**src/hdl/capacity_threshold_flags_consts.svh**
```systemverilog
/*
  constants for the low-charge warning block: reset values, field positions and widths.
  assumes inclusion by bare name from design files.
*/
`ifndef CAPACITY_THRESHOLD_FLAGS_CONSTS_SVH
`define CAPACITY_THRESHOLD_FLAGS_CONSTS_SVH
`define CAP_W            16
`define LEVEL_W          8
`define FLAG_W           16
`define FLAG_BIT_FINAL   1
`define FLAG_BIT_INITIAL 2
`define LEVEL_DISABLED   8'hff
`define CHARGE_RESET     16'h0000
`define FLAGS_RESET      16'h0000
`define SENSE_W          16
`define ACC_W            32
`define ACC_RESET        32'h0000_0000
`define ACC_FRAC         16
`endif

```
**src/hdl/capacity_threshold_flags_pkg.sv**
```systemverilog
/*
  types shared by the low-charge warning block.
  assumes the constants header is available on the include path.
*/
`include "capacity_threshold_flags_consts.svh"
package capacity_threshold_flags_pkg;
  typedef logic [`CAP_W-1:0]   charge_t;
  typedef logic [`LEVEL_W-1:0] level_t;
  typedef enum logic [2:0] {
    st_idle    = 3'h1,
    st_compare = 3'h2,
    st_publish = 3'h4
  } eval_state_e;
endpackage : capacity_threshold_flags_pkg

```
**src/hdl/charge_update_if.sv**
```systemverilog
/*
  carries each new remaining-charge value from the integrator to the flag logic.
  assumes a single clock shared by both ends.
*/
`timescale 1ns/10ps
`include "capacity_threshold_flags_consts.svh"
interface charge_update_if;
  logic                                   valid;
  capacity_threshold_flags_pkg::charge_t  value;
  modport source (output valid, output value);
  modport sink   (input valid, input value);
endinterface : charge_update_if

```
**src/hdl/charge_integrator.sv**
```systemverilog
/*
  integrates signed sense-resistor samples into a remaining-charge value.
  assumes sample_valid marks one sense sample per pulse, in charge units scaled by ACC_FRAC.
*/
`timescale 1ns/10ps
`include "capacity_threshold_flags_consts.svh"
module charge_integrator (
  input  wire logic                      clock,
  input  wire logic                      srst,
  input  wire logic signed [`SENSE_W-1:0] sense_sample,
  input  wire logic                      sample_valid,
  input  wire logic                      load_en,
  input  wire logic [`CAP_W-1:0]         load_value,
  charge_update_if.source                upd
);
  logic [`ACC_W-1:0] acc_q;
  logic [`ACC_W-1:0] acc_d;
  logic [`ACC_W+1:0] sum;

  always_comb begin
    // two spare top bits keep the full unsigned range and expose underflow
    sum   = {2'b00, acc_q} + (`ACC_W+2)'(sense_sample);
    acc_d = acc_q;
    if (load_en) begin
      acc_d = {load_value, `ACC_FRAC'h0};
    end else if (sample_valid) begin
      // charge adds, discharge subtracts; floor at zero, wrap at the top
      acc_d = sum[`ACC_W+1] ? `ACC_RESET : sum[`ACC_W-1:0];
    end
  end

  always_ff @(posedge clock) begin
    if (srst) begin
      acc_q <= `ACC_RESET;
    end else begin
      acc_q <= acc_d;
    end
  end

  always_ff @(posedge clock) begin
    if (srst) begin
      upd.valid <= 1'b0;
      upd.value <= `CHARGE_RESET;
    end else begin
      upd.valid <= load_en | sample_valid;
      upd.value <= acc_d[`ACC_W-1:`ACC_FRAC];
    end
  end
endmodule : charge_integrator

```
**src/hdl/capacity_threshold_flags.sv**
```systemverilog
/*
  low-charge warning logic: integrates sense current and raises initial and final flags.
  assumes synchronous inputs, thresholds held stable by the host, one clock domain.
*/
`timescale 1ns/10ps
`include "capacity_threshold_flags_consts.svh"
module capacity_threshold_flags (
  input  wire logic                       clock,
  input  wire logic                       srst,
  input  wire logic signed [`SENSE_W-1:0] sense_sample,
  input  wire logic                       sample_valid,
  input  wire logic                       load_en,
  input  wire logic [`CAP_W-1:0]          load_value,
  input  wire logic [`LEVEL_W-1:0]        initial_flag_set_level,
  input  wire logic [`LEVEL_W-1:0]        final_flag_set_level,
  input  wire logic [`LEVEL_W-1:0]        final_flag_clear_level,
  output logic [`CAP_W-1:0]               remaining_charge_value,
  output logic [`FLAG_W-1:0]              flag_word,
  output logic                            low_battery_pin,
  output logic                            flags_updated
);
  charge_update_if upd ();

  capacity_threshold_flags_pkg::eval_state_e state_q;
  capacity_threshold_flags_pkg::charge_t     charge_q;
  logic                                      pending_q;
  logic                                      initial_low_charge_flag_q;
  logic                                      final_low_charge_flag_q;

  logic                                      capture_now;
  logic                                      compare_now;
  logic                                      publish_now;
  logic                                      busy_arrival;

  logic                                      final_enabled;
  logic                                      initial_below;
  logic                                      initial_above;
  logic                                      final_below;
  logic                                      final_above;

  wire  [`FLAG_W-1:0]                        flag_bits;

  charge_integrator u_integrator (
    .clock        (clock),
    .srst         (srst),
    .sense_sample (sense_sample),
    .sample_valid (sample_valid),
    .load_en      (load_en),
    .load_value   (load_value),
    .upd          (upd.source)
  );

  function automatic logic state_is(
    input capacity_threshold_flags_pkg::eval_state_e s,
    input capacity_threshold_flags_pkg::eval_state_e want
  );
    state_is = (s == want);
  endfunction : state_is

  function automatic logic [`CAP_W-1:0] widen(
    input logic [`LEVEL_W-1:0] l
  );
    widen = {{(`CAP_W-`LEVEL_W){1'b0}}, l};
  endfunction : widen

  function automatic logic below(
    input logic [`CAP_W-1:0]   c,
    input logic [`LEVEL_W-1:0] l
  );
    below = c < widen(l);
  endfunction : below

  function automatic logic above(
    input logic [`CAP_W-1:0]   c,
    input logic [`LEVEL_W-1:0] l
  );
    above = c > widen(l);
  endfunction : above

  // a value arriving mid-evaluation is held back, not lost
  assign busy_arrival = upd.valid && !state_is(state_q, capacity_threshold_flags_pkg::st_idle);
  assign capture_now  = state_is(state_q, capacity_threshold_flags_pkg::st_idle) && (upd.valid || pending_q);
  assign compare_now  = state_is(state_q, capacity_threshold_flags_pkg::st_compare);
  assign publish_now  = state_is(state_q, capacity_threshold_flags_pkg::st_publish);

  // comparisons on the captured charge; equal leaves a flag as it is
  assign final_enabled = (final_flag_set_level != `LEVEL_DISABLED);
  assign initial_below = below(charge_q, initial_flag_set_level);
  assign initial_above = above(charge_q, initial_flag_set_level);
  assign final_below   = below(charge_q, final_flag_set_level);
  assign final_above   = above(charge_q, final_flag_clear_level);

  // flag word image: the two warnings at their positions, spare bits zero
  for (genvar b = 0; b < `FLAG_W; b++) begin : g_flag_bits
    if (b == `FLAG_BIT_INITIAL) begin : g_initial
      assign flag_bits[b] = initial_low_charge_flag_q;
    end else if (b == `FLAG_BIT_FINAL) begin : g_final
      assign flag_bits[b] = final_low_charge_flag_q;
    end else begin : g_spare
      assign flag_bits[b] = 1'b0;
    end
  end

  // capture, compare, publish sequence per new charge value
  always_ff @(posedge clock) begin
    if (srst) begin
      state_q <= capacity_threshold_flags_pkg::st_idle;
    end else begin
      unique case (state_q)
        capacity_threshold_flags_pkg::st_idle: begin
          if (capture_now) begin
            state_q <= capacity_threshold_flags_pkg::st_compare;
          end
        end
        capacity_threshold_flags_pkg::st_compare: begin
          state_q <= capacity_threshold_flags_pkg::st_publish;
        end
        capacity_threshold_flags_pkg::st_publish: begin
          state_q <= capacity_threshold_flags_pkg::st_idle;
        end
        default: begin
          state_q <= capacity_threshold_flags_pkg::st_idle;
        end
      endcase
    end
  end

  // remembers that the accumulator moved while an evaluation was running
  always_ff @(posedge clock) begin
    if (srst) begin
      pending_q <= 1'b0;
    end else if (busy_arrival) begin
      pending_q <= 1'b1;
    end else if (capture_now) begin
      pending_q <= 1'b0;
    end
  end

  // the integrator output always carries the newest charge
  always_ff @(posedge clock) begin
    if (srst) begin
      charge_q <= `CHARGE_RESET;
    end else if (capture_now) begin
      charge_q <= upd.value;
    end
  end

  // initial warning: one level both sets and clears
  always_ff @(posedge clock) begin
    if (srst) begin
      initial_low_charge_flag_q <= 1'b0;
    end else if (compare_now) begin
      if (initial_below) begin
        initial_low_charge_flag_q <= 1'b1;
      end else if (initial_above) begin
        initial_low_charge_flag_q <= 1'b0;
      end
    end
  end

  // final warning: set beats clear when both hold
  always_ff @(posedge clock) begin
    if (srst) begin
      final_low_charge_flag_q <= 1'b0;
    end else if (compare_now) begin
      if (final_enabled && final_below) begin
        final_low_charge_flag_q <= 1'b1;
      end else if (final_low_charge_flag_q && final_above) begin
        final_low_charge_flag_q <= 1'b0;
      end
    end
  end

  // outputs move together, one cycle after the compare
  always_ff @(posedge clock) begin
    if (srst) begin
      remaining_charge_value <= `CHARGE_RESET;
    end else if (publish_now) begin
      remaining_charge_value <= charge_q;
    end
  end

  always_ff @(posedge clock) begin
    if (srst) begin
      flag_word <= `FLAGS_RESET;
    end else if (publish_now) begin
      flag_word <= flag_bits;
    end
  end

  always_ff @(posedge clock) begin
    if (srst) begin
      low_battery_pin <= 1'b0;
    end else if (publish_now) begin
      low_battery_pin <= initial_low_charge_flag_q;
    end
  end

  always_ff @(posedge clock) begin
    if (srst) begin
      flags_updated <= 1'b0;
    end else begin
      flags_updated <= publish_now;
    end
  end
endmodule : capacity_threshold_flags

```
**config.mk**
```make
export PLATFORM = sky130hd
export DESIGN_NAME = capacity_threshold_flags
export DESIGN_NICKNAME = d
export VERILOG_FILES = /design/src/hdl/capacity_threshold_flags_pkg.sv /design/src/hdl/charge_update_if.sv /design/src/hdl/charge_integrator.sv /design/src/hdl/capacity_threshold_flags.sv
export VERILOG_INCLUDE_DIRS = /design/src /design/src/hdl
export SDC_FILE = /design/constraint.sdc
export NUM_CORES = 1
export LEC_CHECK = 0
export CAP_MARGIN = 20
export CORE_UTILIZATION = 58
export CTS_CLUSTER_SIZE = 12
export DETAILED_ROUTE_END_ITERATION = 8
export DONT_BUFFER_PORTS = 1
export GPL_ROUTABILITY_DRIVEN = 1
export MAX_ROUTING_LAYER = met4
export PLACE_DENSITY_LB_ADDON = 0.08
export SLEW_MARGIN = 20
export SYNTH_ARGS = -nofsm -noshare
export SYNTH_HDL_FRONTEND = slang
export SYNTH_SLANG_ARGS = --single-unit
export TNS_END_PERCENT = 100
```
**constraint.sdc**
```tcl
create_clock -name clock -period 2.3 [get_ports clock]
set_input_delay 0 -clock clock [delete_from_list [all_inputs] [get_ports clock]]
set_output_delay 0 -clock clock [all_outputs]
set_load 0.02 [all_outputs]
```
# Word-level counts from Yosys, hierarchy flattened
# Index checks and enable logic that the tools add are counted.
# W data, S select, Z words.
# word_totals
word_cells	47
mem_count	0
rom_bits	0
out_inout_bits	34
regBits	75
mem_bits_rw	0
in_bits	60
latch_bits	0
# op_classes
n_shift	0
magnitude_cmp	4
muxes	11
addsub	1
div	0
n_reduce_logical	13
bitwise	1
mul	0
eq_ne	5
# ops
operator	n
$mux W32	3
$add A33 B16 Y34	1
$gt A16 B8 Y1	2
$lt A16 B8 Y1	2
$ne A8 B8 Y1 const B	1
$reduce_bool A2 Y1	4
$mux W1	6
$pmux W3 S2	1
$logic_and A1 B1 Y1	4
$reduce_and A2 Y1	2
$eq A3 B1 Y1 const B	1
$eq A3 B2 Y1 const B	1
$eq A3 B3 Y1 const B	1
$mux W3	1
$ne A2 B2 Y1 const B	1
$reduce_or A2 Y1	1
$logic_not A1 Y1	1
$logic_or A1 B1 Y1	1
$or A1 B1 Y1	1

# Longest topological paths before layout
# logic_depth
ltp_word	4
depth_mapped	12
depth_no_buf	10

# Hierarchy
# Synthesis repeated with hierarchy kept, for this count alone.
# hier_totals
cells_unflattened	691
area_unflattened_um2	5437.7
# modules_own_cells
module	seq_area_each_um2	area_per_inst_um2	instances	cells_each
charge_integrator	660.6	3314.4	1	419
capacity_threshold_flags	820.8	2123.3	1	272

# Worst setup path before layout
# OpenSTA, ideal clock, no wires.
# synth_timing
path_type	flip-flop to flip-flop
start	register u_integrator.acc_q[0]
end	register u_integrator.upd.value[8]
setup_slack_ns	-0.269
t_arrival_ns	2.439
period_less_slack_ns	2.569
setup_ns	0.130
path_buffers	0
path_stages_with_launch	11
required_ns	2.170
path_cell_list	dfxtp_1 ha_1 fa_1 a211o_1 a211oi_1 or4_1 a211o_2 or3_4 a31oi_4 xnor2_1 o22ai_2
# synth_between
elab_chain_len	4
# synth_rtl
item	line	source
from (decl)	charge_integrator.sv:16	logic [`ACC_W-1:0] acc_q;
from (signal assigned)	charge_integrator.sv:34	acc_q <= `ACC_RESET;
$add A33 B16 Y34	charge_integrator.sv:22	sum = {2'b00, acc_q} + (`ACC_W+2)'(sense_sample);
$mux W32	charge_integrator.sv:28	acc_d = sum[`ACC_W+1] ? `ACC_RESET : sum[`ACC_W-1:0];
$mux W32	charge_integrator.sv:26	end else if (sample_valid) begin
$mux W32	charge_integrator.sv:24	if (load_en) begin
to (signal assigned)	charge_integrator.sv:43	upd.value <= `CHARGE_RESET;
to (signal assigned)	charge_integrator.sv:46	upd.value <= acc_d[`ACC_W-1:`ACC_FRAC];
to (decl)	charge_update_if.sv:10	modport source (output valid, output value);
# No other way between the ends. The select of a mux whose other input is x is not followed.
# A chain may end at the register's enable or synchronous reset.

# Worst setup path after layout
# Ends and elaborated chain as after synthesis.

==> impl_metrics.yaml <==
grt:
  antenna_found_initial: 0
  met2_usage_pct: 53.31
  grt_pass1_vias: 4837
  grt_pass1_wl_um: 22030
  grt_max_degree: 60
  busiest_layer: "met2"
  grtUsageMet1_pct: 38.20
  grt.total_usage_pct: 32.09
  grtUsageMet3_pct: 5.477
  overflow: 0
setup_path:
  reg2reg_depth: 10
  r2r_start: "u_integrator.acc_q[0]"
  arrival_ns: 2.92
  cp_max_fo: 4
  end_kind: "flip-flop"
  r2r-end: "u_integrator.upd.value[8]"
  worstPathCellList: "ha_4 > fa_2 > a211o_1 > a211oi_1 > or4_4 > a211o_4 > or3_4 > a31oi_4 > xnor2_2 > o22ai_2"
  start_kind: "flip-flop"
  cp-startpoint: "u_integrator.acc_q[0]"
  r2r_slack_ns: -0.37
  crit_end: "u_integrator.upd.value[8]"
  max_stage_delay_ns: 0.44
  cp_data_required_time_ns: 2.55
  critical_path_class: "reg2reg"
  cp_slowest_cell: "or4_4"
placement:
  hpwl_um: 10500
  preCtsSetupSlack_ns: -0.3847
  io_buffer_count: 0
  gp_congestion: 0.9287
  place_inst: 843
  dpl_cell_area_um2: 5881
layout:
  regArea_um2: 1501
  antenna_cells: 0
  nets: 917
  fill_cells: 507
  fin_area_um2: 7264
  synthToLayoutAreaGrowth_pct: 40.48
  multiInputGateArea_um2: 4023
  final_cells: 913
  post_route_cells_drive_above_1_share_pct: 30.06
timing:
  setup_viol: 32
  hold_viol_final: 17
  fin_worst_skew_ns: 0.01500
  final.period_utilization_pct: 116.1
  clock.fmax_mhz: 374.4
  finalWorstSetupSlack_ns: -0.3709
  hold_ws_ns: -0.2923
  slew_viol_final: 0
  slew_headroom_pct: 33.90
  rsz0062_at_grt: "true"
  finalCriticalPeriod_ns: 2.671
  worst_pin_slew_ns: 0.9904
power:
  max-vdd-ir-drop_v: 0.0003350
  power_density_nw_per_um2: 486.3
  p_leak_uw: 0.003226
  power_uw: 3533
die:
  start_util_pct: 59.59
  rows: 34
  ios: 94
  dieArea_um2: 9298
  die_x_um: 96.43
  die_y_um: 96.43
  placeableCoreArea_um2: 8678
run:
  maxCapViolations: 0
min_path:
  hold_class: "in2reg"
synthesis:
  avgSynthCellArea_um2: 7.684
  synthCells: 673
  ys_seq_area_share_pct: 28.65
  synth_top_area_share_pct: 28.65
  synthArstFlopShare_pct: 0
  ys_seq_elements: 74
  yosys.area.top_type: "dfxtp_1"
  synthMostInstantiatedCell: "nand2_1"
  yosys_warnings: 0
  post_synth_num_cell_types: 63
  netlist_area_um2: 5171
  yosys-top-cells-area: "dfxtp_1 (29%), ha_1 (14%), a21oi_1 (8.8%)"
  ys.flop_type: "dfxtp_1"
  synth_edf_count: 0
  ys_top_cells_by_count: "nand2_1 (92), a21oi_1 (91), dfxtp_1 (74)"
clocking:
  cts_made_buffers: 9
  cts_buffer_depth: 2
  clk_pin_slew_ns: 0.09
  insertion_delay_ns: 0.36
  cts_max_level: 3
  clock-sinks: 74
  cts_hold_buf: 42
  cts_tree: "built"
  cts-root-buf: "clkbuf_8"
route:
  routed_via_density: 6.046
  num_vias: 5520
  drc: 0
  wl_per_cell_um: 17.77
  dr.pass1.iters: 5
  wirelength_um: 16220
  ant_nets: 0
  drt_iter0_drc: 299
run_status:
  status: "complete, but fails checks"
  violations: "hold timing, setup timing"
## area by class of cell
cell class / count / share of cell area [%]
multi-input combinational: 530 / 55.37
sequential: 74 / 20.67
timing repair buffer: 150 / 17.43
tap: 108 / 1.860
inverter: 35 / 1.808
clock buffer: 9 / 1.705
clock inverter: 7 / 1.154
## sequential cells by signal, indices dropped and copies added (netlist names), 3 cells and up
name,flops
charge_q,16
u_integrator.acc_q,16
remaining_charge_value,16
state_q,3
u_integrator.upd.value,16
## how the worst min path moves through the flow
stage	from	to	depth (start not counted)
final	srst	u_integrator.upd.value[1]	1
after global routing	srst	u_integrator.upd.value[1]	1
after CTS	srst	u_integrator.upd.value[1]	1
after detailed placement	srst	charge_q[10]	1
after global placement	srst	charge_q[11]	1
after floorplan	load_value[0]	u_integrator.upd.value[0]	2
## power breakdown
| group | switching (uW) | internal, uW | total [uW] |
|---|---|---|---|
| clock | 559 | 522 | 1080 |
| sequential | 53.7 | 1330 | 1380 |
| combinational | 550 | 517 | 1070 |
| total | 1160 | 2370 | 3530 |
## cell families (layout without fill, tap and decap cells)
family | after synthesis | in the layout | share of synthesized area (%)
XOR/XNOR | 25 | 25 | 4.234
AND/OR/NAND/NOR | 228 | 229 | 20.76
other | 1 | 14 | 0.07252
flip-flops | 74 | 74 | 28.65
adder cells (fa/ha/maj) | 57 | 57 | 13.94
buffers and inverters | 83 | 201 | 7.307
multiplexers | 3 | 3 | 0.5807
AO/OA/AOI/OAI | 202 | 202 | 24.46
## cells in the final DEF, fill, tap and decap left out, types with 4 or more instances in the layout
| cell type | instances |
|---|---|
| nor3b_1 | 10 |
| o22ai_1 | 5 |
| nand3_1 | 12 |
| dlygate4sd3_1 | 42 |
| dfxtp_1 | 60 |
| o21a_1 | 4 |
| o21ai_2 | 4 |
| nor2b_1 | 7 |
| a21o_1 | 16 |
| xnor2_1 | 13 |
| o21bai_1 | 4 |
| ha_1 | 40 |
| a22oi_2 | 11 |
| nor3_1 | 10 |
| clkbuf_8 | 9 |
| buf_4 | 102 |
| nor2_1 | 46 |
| a21oi_2 | 13 |
| nand2_1 | 91 |
| nand4_1 | 8 |
| xor2_1 | 8 |
| a211oi_1 | 4 |
| buf_6 | 4 |
| nand2b_1 | 7 |
| a21oi_1 | 76 |
| o21ai_0 | 12 |
| conb_1 | 14 |
| ha_4 | 14 |
| inv_1 | 35 |
| o21ai_1 | 8 |
| o22ai_2 | 4 |
| dfxtp_2 | 13 |
## routing by layer
metal,up-vias,part of all wire (%)
met4,0,2.8
met1,2637,41
li1,2620,-
met2,225,50
met5,-,0
met3,38,6.4
## stage by stage
stage	utilization, %	TNS [ns]
2_1_floorplan	-	-1.509
5_1_grt	83.71	-6.591
6_report	83.71	-4.411
3_3_place_gp	67.76	-6.329
4_1_cts	77.87	-5.164
3_5_place_dp	67.76	-8.641
## worst max-delay path, delay by kind of cell, from the launching register on
family	cells	cell delay (ns)
xor+xnor	1	0.15
compound gates	5	0.89
simple gates	2	0.80
flops	1	0.37
fa+ha+maj	2	0.35
## what timing repair did
action,CTS,global route
hold endpoints to repair,60,17
pin swaps,22,52
endpoints found under the setup margin,32,34
gates cloned,1,1
setup buffers,4,9
resized for setup,40,92
Note: power is estimated with default switching activity, not from simulation.
